<file path="config.mk">
export PLATFORM = sky130hd
export DESIGN_NAME = hfmt_top
export DESIGN_NICKNAME = d
export VERILOG_FILES = /design/src/logic/hfmt_pkg.sv /design/src/logic/hfmt_top.sv
export VERILOG_INCLUDE_DIRS = /design/src /design/src/logic
export SDC_FILE = /design/constraint.sdc
export NUM_CORES = 1
export LEC_CHECK = 0
export ABC_CLOCK_PERIOD_IN_PS = 5170
export BUFFER_PORTS_ARGS = -buffer_cell sky130_fd_sc_hd__buf_2
export CORE_AREA = 2 2 145 147
export CTS_BUF_LIST = sky130_fd_sc_hd__clkbuf_8
export DETAILED_ROUTE_END_ITERATION = 10
export DIE_AREA = 0 0 147 149
export PLACE_DENSITY = 0.69
export SLEW_MARGIN = 20
export SYNTH_ARGS = -nofsm -noshare
export SYNTH_HDL_FRONTEND = slang
export SYNTH_SLANG_ARGS = --single-unit
</file>
<file path="constraint.sdc">
create_clock -name hclk -period 5.17 [get_ports hclk]
set_input_delay 1.034 -clock hclk [delete_from_list [all_inputs] [get_ports hclk]]
set_output_delay 1.034 -clock hclk [all_outputs]
set_load 0.01 [all_outputs]
</file>
<file path="src/logic/hfmt_map.svh">
// Register map, field positions, reset values and line constants
// Contract
// An eight-bit address field follows the opening flag, passed untouched. The code takes it as one character of the configured width.
// An eight-bit control field follows the address, passed untouched. The code takes it as one character of the configured width.
// Information field may have any length, including none at all.
// A 16-bit check covers all bits between opening flag and check field.
// Stuffed zeros never enter the check, on either direction.
// One flag may close a frame and open the next.
// Frames under 48 bits including flags are not presented as valid.
// No maximum frame length is imposed by the device.
// Byte mode sends sync fill and finds sync on receive by itself.
// Bit mode stuffs and removes zeros without host help.
// Character length is selectable from one to eight bits.
// Check is CRC-16, CCITT preset zero, CCITT preset one, or none.
// Point-to-point, multi-drop or loop link is host selectable.
// Host opens a frame by command; device then sends an opening flag.
// Host closes a frame after the last character; device sends closing flag.
// On close the device appends its own check before the closing flag.
// Receiver flags frame start when a frame begins after a flag.
// Receiver flags frame end when the terminating flag arrives.
// Received characters reach the host in line order.
// Host writes and reads characters of the configured width.
// Behaviour is the same whichever bus master drives the registers.
// Frames are delimited by the pattern zero, six ones, zero.
// A zero follows every five ones sent; receiver deletes it.
// A check mismatch at frame end sets a readable error bit.
// CCITT uses x16+x12+x5+1; CRC-16 uses x16+x15+x2+1.
`ifndef HFMT_MAP_SVH
`define HFMT_MAP_SVH
`define HFMT_OFS_CTRL 8'h00
`define HFMT_OFS_SYNC 8'h04
`define HFMT_OFS_TXD 8'h08
`define HFMT_OFS_CMD 8'h0C
`define HFMT_OFS_STAT 8'h10
`define HFMT_OFS_RXD 8'h14
`define HFMT_CMD_OPEN 0
`define HFMT_CMD_CLOSE 1
`define HFMT_STAT_STICKY 7:2
`define HFMT_ST_OPEN 0
`define HFMT_ST_CLOSE 1
`define HFMT_ST_CRC 2
`define HFMT_ST_SHORT 3
`define HFMT_ST_OVR 4
`define HFMT_ST_UNDR 5
`define HFMT_SYNC_RST 8'h00
`define HFMT_FLAG 8'h7E
`define HFMT_BCAST 8'hFF
`define HFMT_POLY_C16 16'h8005
`define HFMT_POLY_CCITT 16'h1021
`define HFMT_PRESET_ONE 16'hFFFF
`define HFMT_FLAG_BITS 5'h08
`define HFMT_FCS_BITS 5'h10
`define HFMT_MIN_BITS 6'h20
`define HFMT_STUFF_RUN 3'h5
`define HFMT_FLAG_RUN 3'h6
`define HFMT_WORD_SIZE 3'h2
`endif

</file>
<file path="src/logic/hfmt_pkg.sv">
// Types shared by the frame formatter
package hfmt_pkg;
  typedef enum logic [3:0] {
    TX_IDLE = 4'h1,
    TX_FLAG = 4'h2,
    TX_DATA = 4'h4,
    TX_FCS = 4'h8
  } hfmt_tx_e;
  typedef enum logic [1:0] {
    check_none = 2'h0,
    check_crc16 = 2'h1,
    ccitt_check_preset_zero = 2'h2,
    ccitt_check_preset_one = 2'h3
  } hfmt_chk_e;
  typedef enum logic [1:0] {
    link_point = 2'h0,
    link_multidrop = 2'h1,
    link_loop = 2'h2,
    link_spare = 2'h3
  } hfmt_link_e;
  // Control register image, bit 7 down to bit 0
  typedef struct packed {
    hfmt_link_e link;
    logic [2:0] len;
    hfmt_chk_e chk;
    logic byte_oriented_mode;
  } hfmt_ctrl_s;
  // Whole state of the core
  typedef struct packed {
    hfmt_ctrl_s ctrl;
    logic [7:0] sync;
    logic [7:0] hold;
    logic hold_full, open_pend, close_pend;
    logic dp_wr;
    logic [7:0] dp_addr;
    logic [31:0] rdata;
    logic ls1, ls2, ls3, rs1, rs2;
    hfmt_tx_e tst;
    logic [15:0] tsh, tcrc;
    logic [4:0] tcnt;
    logic [2:0] tones;
    logic fr_open, fr_data, txd;
    logic [2:0] rones, fill;
    logic [6:0] pipe;
    logic hunt, infr, skip, first, rvalid;
    logic [7:0] rsh, rbuf;
    logic [3:0] rcnt;
    logic [15:0] rcrc;
    logic [5:0] blen, sticky;
  } hfmt_state_s;
endpackage : hfmt_pkg

</file>
<file path="src/logic/hfmt_top.sv">
// Frame formatter core: register slave, transmitter and receiver
//
// The implementer's own choices: register access over AHB-Lite and the register offsets.
`include "hfmt_map.svh"
module hfmt_top (
  input wire logic hclk, // System clock
  input wire logic hresetn, // Asynchronous reset, active low
  input wire logic ce, // Clock enable, freezes all state
  input wire logic hsel, // Slave select
  input wire logic [31:0] haddr, // Byte address
  input wire logic [1:0] htrans, // Transfer type
  input wire logic hwrite, // High for write
  input wire logic [2:0] hsize, // Transfer size, word only
  input wire logic [31:0] hwdata, // Write data
  input wire logic hready, // Bus ready in
  output logic [31:0] hrdata, // Read data
  output logic hreadyout, // Slave ready
  output logic hresp, // Response, always OKAY
  input wire logic line_clk, // Bit clock from the line
  input wire logic line_rxd, // Serial receive data
  output logic line_txd // Serial transmit data
);

  hfmt_pkg::hfmt_state_s r;
  hfmt_pkg::hfmt_state_s next_r;

  logic tx_tick;
  logic rx_tick;
  logic ld_data;
  logic dlv;
  logic bytem;
  logic bt;
  logic rb;
  logic cb;
  logic commit;
  logic tstuff;
  logic [3:0] nbits;
  logic [7:0] mask;
  logic [7:0] cv;
  logic [7:0] rv;
  logic [5:0] set;
  logic [5:0] clr;
  logic [15:0] pre;

  // One serial step of either check polynomial
  function automatic logic [15:0] crc_step(input logic [15:0] c,
      input logic b, input hfmt_pkg::hfmt_chk_e k);
    logic [15:0] p;
    p = (k == hfmt_pkg::check_crc16) ? `HFMT_POLY_C16 : `HFMT_POLY_CCITT;
    return {c[14:0], 1'b0} ^ ((b ^ c[15]) ? p : 16'h0000);
  endfunction : crc_step

  // Outputs; the slave never waits except while the core is frozen
  assign hrdata = r.rdata;
  assign hreadyout = ce;
  assign hresp = 1'b0;
  assign line_txd = r.txd;

  // Next-state logic for the whole core
  always_comb begin
    next_r = r;
    set = 6'h00;
    clr = 6'h00;
    ld_data = 1'b0;
    dlv = 1'b0;
    commit = 1'b0;
    cb = 1'b0;
    rv = 8'h00;
    bytem = r.ctrl.byte_oriented_mode;
    nbits = {1'b0, r.ctrl.len} + 4'h1;
    mask = 8'hFF >> (4'h8 - nbits);
    pre = (r.ctrl.chk == hfmt_pkg::ccitt_check_preset_one) ?
        `HFMT_PRESET_ONE : 16'h0000;

    // Line clock and data pass two flops before use
    next_r.ls1 = line_clk;
    next_r.ls2 = r.ls1;
    next_r.ls3 = r.ls2;
    next_r.rs1 = line_rxd;
    next_r.rs2 = r.rs1;
    tx_tick = r.ls3 & ~r.ls2;
    rx_tick = ~r.ls3 & r.ls2;
    rb = r.rs2;

    // Address phase: capture writes, answer reads at once
    next_r.dp_wr = 1'b0;
    if (hsel && htrans[1] && hready && hsize == `HFMT_WORD_SIZE) begin
      next_r.dp_addr = haddr[7:0];
      next_r.dp_wr = hwrite;
      if (!hwrite) begin
        case (haddr[7:0])
          `HFMT_OFS_CTRL: rv = r.ctrl;
          `HFMT_OFS_SYNC: rv = r.sync;
          `HFMT_OFS_RXD: begin
            rv = r.rbuf;
            next_r.rvalid = 1'b0;
          end
          default: rv = 8'h00;
        endcase
        next_r.rdata = {24'h00_0000, rv};
        if (haddr[7:0] == `HFMT_OFS_STAT) begin
          next_r.rdata = {23'h00_0000, ~r.hunt, r.sticky, r.rvalid,
              ~r.hold_full};
        end
      end
    end

    // Receiver, one step per rising line clock edge
    cv = 8'h00;
    if (rx_tick) begin
      if (bytem) begin
        // Byte mode: hunt for sync, then frame characters
        next_r.rsh = {rb, r.rsh[7:1]};
        cv = 8'((next_r.rsh >> (4'h8 - nbits)));
        if (r.hunt) begin
          if (cv == (r.sync & mask)) begin
            next_r.hunt = 1'b0;
            next_r.rcnt = 4'h0;
          end
        end else begin
          next_r.rcnt = r.rcnt + 4'h1;
          if (next_r.rcnt == nbits) begin
            next_r.rcnt = 4'h0;
            dlv = (cv != (r.sync & mask));
          end
        end
      end else begin
        // Bit mode: watch runs of ones on the raw line
        if (rb) begin
          if (r.rones == `HFMT_FLAG_RUN) begin
            // Seventh one is an abort: drop frame and hunt
            next_r.hunt = 1'b1;
            next_r.fill = 3'h0;
            next_r.infr = 1'b0;
          end else begin
            next_r.rones = r.rones + 3'h1;
            commit = 1'b1;
          end
        end else begin
          next_r.rones = 3'h0;
          if (r.rones == `HFMT_FLAG_RUN) begin
            // Flag seen: close the frame in progress, open the next
            if (!r.hunt && r.infr && !r.skip) begin
              if (r.blen < `HFMT_MIN_BITS) begin
                set[`HFMT_ST_SHORT] = 1'b1;
              end else begin
                set[`HFMT_ST_CLOSE] = 1'b1;
                if (r.ctrl.chk != hfmt_pkg::check_none &&
                    r.rcrc != 16'h0000) begin
                  set[`HFMT_ST_CRC] = 1'b1;
                end
              end
            end
            next_r.hunt = 1'b0;
            next_r.fill = 3'h0;
            next_r.infr = 1'b0;
            next_r.skip = 1'b0;
            next_r.first = 1'b1;
            next_r.rcrc = pre;
            next_r.blen = 6'h00;
            next_r.rcnt = 4'h0;
          end else if (r.rones != `HFMT_STUFF_RUN) begin
            commit = 1'b1;
          end
          // A zero after five ones is a stuffed bit and is dropped
        end
        // Seven-bit pipe holds back bits until they cannot be a flag
        if (commit) begin
          next_r.pipe = {r.pipe[5:0], rb};
          if (r.fill != 3'h7) begin
            next_r.fill = r.fill + 3'h1;
            commit = 1'b0;
          end else begin
            cb = r.pipe[6];
            commit = !r.hunt;
          end
        end
        if (commit) begin
          next_r.infr = 1'b1;
          next_r.rcrc = crc_step(r.rcrc, cb, r.ctrl.chk);
          if (r.blen != 6'h3F) begin
            next_r.blen = r.blen + 6'h01;
          end
          next_r.rsh = {cb, r.rsh[7:1]};
          cv = 8'((next_r.rsh >> (4'h8 - nbits)));
          next_r.rcnt = r.rcnt + 4'h1;
          if (next_r.rcnt == nbits) begin
            next_r.rcnt = 4'h0;
            if (r.first) begin
              // Address character decides whether this station listens
              next_r.first = 1'b0;
              if (r.ctrl.link == hfmt_pkg::link_multidrop &&
                  cv != r.sync && cv != `HFMT_BCAST) begin
                next_r.skip = 1'b1;
              end else begin
                set[`HFMT_ST_OPEN] = 1'b1;
              end
            end
            dlv = !next_r.skip;
          end
        end
      end
    end

    // Hand a finished character to the host
    if (dlv) begin
      next_r.rbuf = cv & mask;
      if (r.rvalid && next_r.rvalid) begin
        set[`HFMT_ST_OVR] = 1'b1;
      end
      next_r.rvalid = 1'b1;
    end

    // Transmitter, one bit per falling line clock edge
    tstuff = !bytem && (r.tst == hfmt_pkg::TX_DATA ||
        r.tst == hfmt_pkg::TX_FCS);
    bt = 1'b1;
    if (tx_tick) begin
      if (tstuff && r.tones == `HFMT_STUFF_RUN) begin
        // Stuffed zero: no shift, no check update
        next_r.txd = 1'b0;
        next_r.tones = 3'h0;
      end else begin
        if (r.tcnt == 5'h00) begin
          // Pick the next item to send
          next_r.tst = hfmt_pkg::TX_IDLE;
          next_r.tsh = 16'hFFFF;
          next_r.tcnt = 5'h01;
          if (bytem) begin
            if (r.fr_open && r.hold_full) begin
              ld_data = 1'b1;
            end else if (r.fr_open && r.close_pend) begin
              next_r.fr_open = 1'b0;
              next_r.close_pend = 1'b0;
            end else if (r.fr_open || r.open_pend) begin
              // Sync fill on open, then whenever no character or close waits
              next_r.fr_open = 1'b1;
              next_r.open_pend = 1'b0;
              next_r.tst = hfmt_pkg::TX_DATA;
              next_r.tsh = {8'h00, r.sync};
              next_r.tcnt = {1'b0, nbits};
            end
          end else if (r.fr_open) begin
            if (r.hold_full) begin
              ld_data = 1'b1;
            end else if (r.close_pend &&
                r.ctrl.chk != hfmt_pkg::check_none &&
                r.tst != hfmt_pkg::TX_FCS) begin
              next_r.tst = hfmt_pkg::TX_FCS;
              next_r.tsh = r.tcrc;
              next_r.tcnt = `HFMT_FCS_BITS;
            end else begin
              next_r.tst = hfmt_pkg::TX_FLAG;
              next_r.tsh = {8'h00, `HFMT_FLAG};
              next_r.tcnt = `HFMT_FLAG_BITS;
              if (r.close_pend) begin
                // Closing flag also opens a waiting frame
                next_r.close_pend = 1'b0;
                next_r.fr_open = r.open_pend;
                next_r.open_pend = 1'b0;
                next_r.tcrc = pre;
                next_r.fr_data = 1'b0;
              end else if (r.fr_data) begin
                // Host ran dry mid-frame: end it with a flag
                next_r.fr_open = 1'b0;
                set[`HFMT_ST_UNDR] = 1'b1;
              end
            end
          end else if (r.open_pend) begin
            next_r.tst = hfmt_pkg::TX_FLAG;
            next_r.tsh = {8'h00, `HFMT_FLAG};
            next_r.tcnt = `HFMT_FLAG_BITS;
            next_r.fr_open = 1'b1;
            next_r.open_pend = 1'b0;
            next_r.tcrc = pre;
            next_r.fr_data = 1'b0;
          end
          if (ld_data) begin
            next_r.tst = hfmt_pkg::TX_DATA;
            next_r.tsh = {8'h00, r.hold};
            next_r.tcnt = {1'b0, nbits};
            next_r.hold_full = 1'b0;
            next_r.fr_data = 1'b1;
          end
        end
        // Data goes out low bit first, the check high bit first
        if (next_r.tst == hfmt_pkg::TX_FCS) begin
          bt = next_r.tsh[15];
          next_r.tsh = {next_r.tsh[14:0], 1'b0};
        end else begin
          bt = next_r.tsh[0];
          next_r.tsh = {1'b0, next_r.tsh[15:1]};
        end
        next_r.txd = bt;
        if (next_r.tst == hfmt_pkg::TX_IDLE &&
            r.ctrl.link == hfmt_pkg::link_loop) begin
          next_r.txd = r.rs2;
        end
        next_r.tcnt = next_r.tcnt - 5'h01;
        if (next_r.tst == hfmt_pkg::TX_DATA && !bytem) begin
          next_r.tcrc = crc_step(next_r.tcrc, bt, r.ctrl.chk);
        end
        next_r.tones = 3'h0;
        if ((next_r.tst == hfmt_pkg::TX_DATA ||
            next_r.tst == hfmt_pkg::TX_FCS) && bt) begin
          next_r.tones = r.tones + 3'h1;
        end
      end
    end

    // Data phase writes come last so that software sets win
    if (r.dp_wr) begin
      case (r.dp_addr)
        `HFMT_OFS_CTRL: begin
          next_r.ctrl = hfmt_pkg::hfmt_ctrl_s'(hwdata[7:0]);
          next_r.hunt = 1'b1;
          next_r.fill = 3'h0;
        end
        `HFMT_OFS_SYNC: next_r.sync = hwdata[7:0];
        `HFMT_OFS_TXD: begin
          // A write into a full holding register is dropped
          if (!r.hold_full) begin
            next_r.hold = hwdata[7:0] & mask;
            next_r.hold_full = 1'b1;
          end
        end
        `HFMT_OFS_CMD: begin
          if (hwdata[`HFMT_CMD_OPEN]) begin
            next_r.open_pend = 1'b1;
          end
          if (hwdata[`HFMT_CMD_CLOSE]) begin
            next_r.close_pend = 1'b1;
          end
        end
        `HFMT_OFS_STAT: clr = hwdata[`HFMT_STAT_STICKY];
        default: ;
      endcase
    end

    // Sticky status: a new event beats a clear in the same cycle
    next_r.sticky = (r.sticky & ~clr) | set;
  end

  // The one state register; reset values are constants only
  always_ff @(posedge hclk or negedge hresetn) begin
    if (!hresetn) begin
      r <= '0;
      r.sync <= `HFMT_SYNC_RST;
      r.tst <= hfmt_pkg::TX_IDLE;
      r.tsh <= 16'hFFFF;
      r.txd <= 1'b1;
      r.hunt <= 1'b1;
    end else if (ce) begin
      r <= next_r;
    end
  end

  // Opening flag only when the host asked for one
  chk_open_flag_cause: assert property (
    @(posedge hclk) disable iff (!hresetn)
    ce && tx_tick && !bytem && r.tcnt == 5'h00 && !r.fr_open &&
    next_r.tst == hfmt_pkg::TX_FLAG |-> r.open_pend)
    else $error("opening flag sent without open command");

  // A frame ends only on close or on underrun
  chk_close_flag_cause: assert property (
    @(posedge hclk) disable iff (!hresetn)
    ce && !bytem && r.fr_open && !next_r.fr_open |->
    r.close_pend || next_r.sticky[`HFMT_ST_UNDR])
    else $error("frame closed without close command");

  // Check field starts only after close with nothing left to send
  chk_fcs_after_close: assert property (
    @(posedge hclk) disable iff (!hresetn)
    ce && tx_tick && r.tcnt == 5'h00 && r.tst != hfmt_pkg::TX_FCS &&
    next_r.tst == hfmt_pkg::TX_FCS |-> r.close_pend && !r.hold_full)
    else $error("check field sent without close command");

  // Five ones in a frame are followed by a zero on the line
  chk_stuff_zero: assert property (
    @(posedge hclk) disable iff (!hresetn)
    ce && tx_tick && tstuff && r.tones == `HFMT_STUFF_RUN |=>
    !line_txd && r.tones == 3'h0)
    else $error("missing stuffed zero after five ones");

  // A character load leaves the count at the configured width less the bit sent with it
  chk_char_width: assert property (
    @(posedge hclk) disable iff (!hresetn)
    ce && ld_data && !r.dp_wr |=> r.tcnt == {2'b00, $past(r.ctrl.len)})
    else $error("transmit character width wrong");

  // End of frame is reported only for long enough frames
  chk_short_frame: assert property (
    @(posedge hclk) disable iff (!hresetn)
    ce && !r.sticky[`HFMT_ST_CLOSE] && next_r.sticky[`HFMT_ST_CLOSE] |->
    r.blen >= `HFMT_MIN_BITS)
    else $error("short frame reported as complete");

  // Check error follows only a nonzero residue
  chk_crc_error: assert property (
    @(posedge hclk) disable iff (!hresetn)
    ce && !r.sticky[`HFMT_ST_CRC] && next_r.sticky[`HFMT_ST_CRC] |->
    r.rcrc != 16'h0000 && r.ctrl.chk != hfmt_pkg::check_none)
    else $error("check error without mismatch");

  // Start status comes with the first character of a frame
  chk_open_status: assert property (
    @(posedge hclk) disable iff (!hresetn)
    ce && !r.sticky[`HFMT_ST_OPEN] && next_r.sticky[`HFMT_ST_OPEN] |->
    dlv && r.first)
    else $error("frame start status without first character");

  // Seven ones abort the frame and restart the hunt
  chk_abort_hunt: assert property (
    @(posedge hclk) disable iff (!hresetn)
    ce && rx_tick && !bytem && r.rones == `HFMT_FLAG_RUN && r.rs2 |=>
    r.hunt && r.fill == 3'h0)
    else $error("abort did not restart flag hunt");

  // Byte-mode transmitter with a frame open and nothing waiting fills with sync characters
  chk_sync_fill: assert property (
    @(posedge hclk) disable iff (!hresetn)
    ce && tx_tick && bytem && r.tcnt == 5'h00 && r.fr_open &&
    !r.hold_full && !r.close_pend |=> r.tst == hfmt_pkg::TX_DATA)
    else $error("byte mode did not send sync fill");

endmodule : hfmt_top

</file>
==> results.toml <==
[outcome]
outcome = "completed"

[logic_synthesis]
syn_inst = 1124
synth_seq_cells = 162
seq_area_frac_synth = 0.405
synth.avg_cell_area_um2 = 8.95
yosys_warnings = 0
yosysTopAreaCell = "dfrtp_1"
yosysTopAreaCellShare = 0.356
post_synth_num_cell_types = 94
synth_flop_cell = "dfrtp_1"
synth_edf_count = 0
synth_area_um2 = 10100
synth.area.top_cells = "dfrtp_1, nand2_1, mux2_2"
synthArstFlopShare = 1.00

[power]
p_sw_frac = 0.382
clockPowerShare = 0.238
p_leak_nw = 4.68
internal_power_mw = 2.63
p_seq_frac = 0.430
share_comb_of_total_power = 0.332
power_density_nw_per_um2 = 399
max-vdd-ir-drop_mv = 0.206
p_total_mw = 4.26
p_sw_mw = 1.63

[die]
initial_core_util = 0.490
fp.dieW_um = 147
ios = 112
core_um2 = 20600
die_y_um = 149
rows = 53
die_area_um2 = 21900

[grt]
grt_pass1_vias = 7845
antenna_found_initial = 1
grt_max_degree = 99
grt_usage = 0.237
grt_pass1_wl_um = 41300
grt_overflow = 0

[sta]
period_minus_slack_ps = 4140
finalHoldViolCount = 0
period_share = 0.801
max_slew_margin = 0.316
setup_viol = 0
setup_tns_ps = 0
fmax_ghz = 0.241
hold_ws_ps = 461
rsz0062_at_grt = "no"
drv_slew = 0
finClkSkew_ps = 19.2
worstMarginPinSlew_ps = 1010

[clock_network]
numClockSinks = 162
cts_resized = 0
clockBufferDepth = 2
ctsHtreeMaxLevel = 4
cts_tree = "built"
root_buffer = "clkbuf_8"
cts-buffers-inserted = 17
holdBufCountCts = 0
clk_pin_slew_ps = 90
post-cts-setup-buffers = 0
insertion_delay_ps = 470

[worst_setup_path]
critical_path_buf_inv_count = 2
cp-start-kind = "register"
max_stage_delay_ps = 730
crit_arrival_ps = 4500
reg2reg_from = "r[181]"
setup.worst_path.class = "register to register"
cpLargestDelayFamily = "compound AO/OA/AOI/OAI gates"
rr_worst_depth = 11
cp_slowest_cell = "ha_1"
startpoint = "r[181]"
path_max_fanout = 18
endpoint_kind = "register"
required_ps = 5520
path_depth = 11
cp_cell_sequence = "inv_1 -> ha_1 -> buf_4 -> mux2_2 -> a22oi_2 -> o21ai_0 -> xor2_1 -> nor4_2 -> o22ai_2 -> a21oi_4 -> mux2_4"

[placed_design]
place_area_um2 = 10300
dpl.hpwl_um = 18300
port-buffer-count = 38
place_congestion = 0.956

[final_layout]
fill_cells = 1908
drive_gt1_frac = 0.163
utilization = 0.520
postLayoutCellArea_um2 = 10700
multi_input_area_um2 = 5380
seqCellArea_um2 = 4080
fin_nets = 1223
syn2layout_area_growth_pct = 6.15

[detailed_routing]
viasPerCell = 5.85
routedWlPerCell_um = 18.2
antenna_left = 0
drtIter0Drc = 609
drc_errors = 0
drtPass1Iterations = 5
routed_wl_um = 25800
vias = 8313

[min_path]
hold_class = "register to register"
min_path_cells = 2
hp-start = "r[108]"

[run]
max_cap_viol_count = 0
registers in the layout (all words and copies together) (netlist names):
register  cells
bytem         1
hrdata        9
line_txd      1
next_r        3
r           147
rb            1
worst reg2reg max path, stage by stage, from the launching register on:
cell	delay [ps]
dfrtp_1	460
inv_1	140
ha_1	730
buf_4	340
mux2_2	380
a22oi_2	290
o21ai_0	200
xor2_1	190
nor4_2	310
o22ai_2	210
a21oi_4	460
mux2_4	340
per-layer routing:
metal  up-vias  wire, um  global-route usage
li1       3985         -                   -
met4         0       624              0.0865
met5         -         0                   0
met3        44      1080              0.0373
met1      4067     11400               0.313
met2       217     12700               0.398
through the flow:
step,setup WS (ps),cells
after floorplan,1620,1147
after global placement,1110,1387
after detailed placement,1090,1387
after CTS,1060,1419
after global routing,759,1419
final,1030,1420
final timing paths:
| check | endpoint | slack [ps] |
|---|---|---|
| min | r[108] | 460 |
| max reg2reg | r[39] | 1030 |
| min in group asynchronous | r[72] | 680 |
| max | r[39] | 1030 |
| min reg2reg | r[108] | 460 |
| max in group asynchronous | r[52] | 3590 |
power groups by stage:
| stage | Sequential [mW] | Clock (mW) | Combinational (mW) |
|---|---|---|---|
| 4_1_cts | 1.83 | 1.03 | 1.40 |
| 6_report | 1.83 | 1.02 | 1.41 |
| 5_1_grt | 1.87 | 1.08 | 1.58 |
| 3_3_place_gp | 1.84 | 0 | 1.37 |
| 3_5_place_dp | 1.85 | 0 | 1.40 |
| 2_1_floorplan | 1.75 | 0 | 1.16 |
cells in the final DEF (no fill, tap or decap), types with 6 or more instances in the layout:
master    synthesis  routed
conb_1            1      24
ha_1             15      15
o31ai_1          15      15
xor2_1           13      13
mux2i_1          35      35
nand4_1          10      10
a32o_1            6       6
o21a_1            6       6
clkbuf_8          3      18
a21o_1            8       8
o22ai_1          14      14
nand3_1          27      27
nor2b_1          13      13
inv_1            24      24
dfstp_2          19      19
nand2_1         165     165
mux2_4            8       8
buf_2             5      37
dfrtp_1         143     143
nor2_1          104     104
nor4_1            9       9
o21ai_0          97      97
xnor2_1           8       8
a22o_1            8       8
nand3b_1          8       8
mux2_2           45      45
buf_4            39      19
a21oi_1          88      88
nor3_1           19      19
nand2b_1         15      15
logic make-up (layout without fill, tap and decap cells):
kind of cell             after synthesis  after routing  share of synthesized area
other                                  1             25                   0.000373
AND/OR/NAND/NOR                      406            406                      0.189
multiplexers                          89             89                     0.0985
XOR/XNOR                              22             22                     0.0210
flip-flops                           162            162                      0.405
adder cells (fa/ha/maj)               15             15                     0.0186
buffers and inverters                118            115                     0.0696
AO/OA/AOI/OAI                        311            311                      0.198
area by class of cell:
type	instances	share of cell area
diodes	1	0.000234
clock buffers	18	0.0232
clock inverters	14	0.0167
inverters	25	0.00878
multi-input cells	867	0.504
flip-flops and latches	162	0.382
well taps	275	0.0322
repair buffers	58	0.0336
cells in the mapped netlist (all sizes together) (9+ instances only):
| library cell | number |
|---|---|
| dfstp | 19 |
| mux2 | 53 |
| dfrtp | 143 |
| nand4 | 11 |
| nand3 | 27 |
| nor2b | 13 |
| mux2i | 36 |
| nor4 | 11 |
| nand2b | 15 |
| xnor2 | 9 |
| inv | 24 |
| o21ai | 102 |
| o22ai | 15 |
| buf | 54 |
| a21oi | 90 |
| ha | 15 |
| xor2 | 13 |
| o31ai | 15 |
| nor3 | 19 |
| nand2 | 165 |
| nor2 | 105 |
| clkbuf | 39 |
Power figures use the tool's default switching activity.
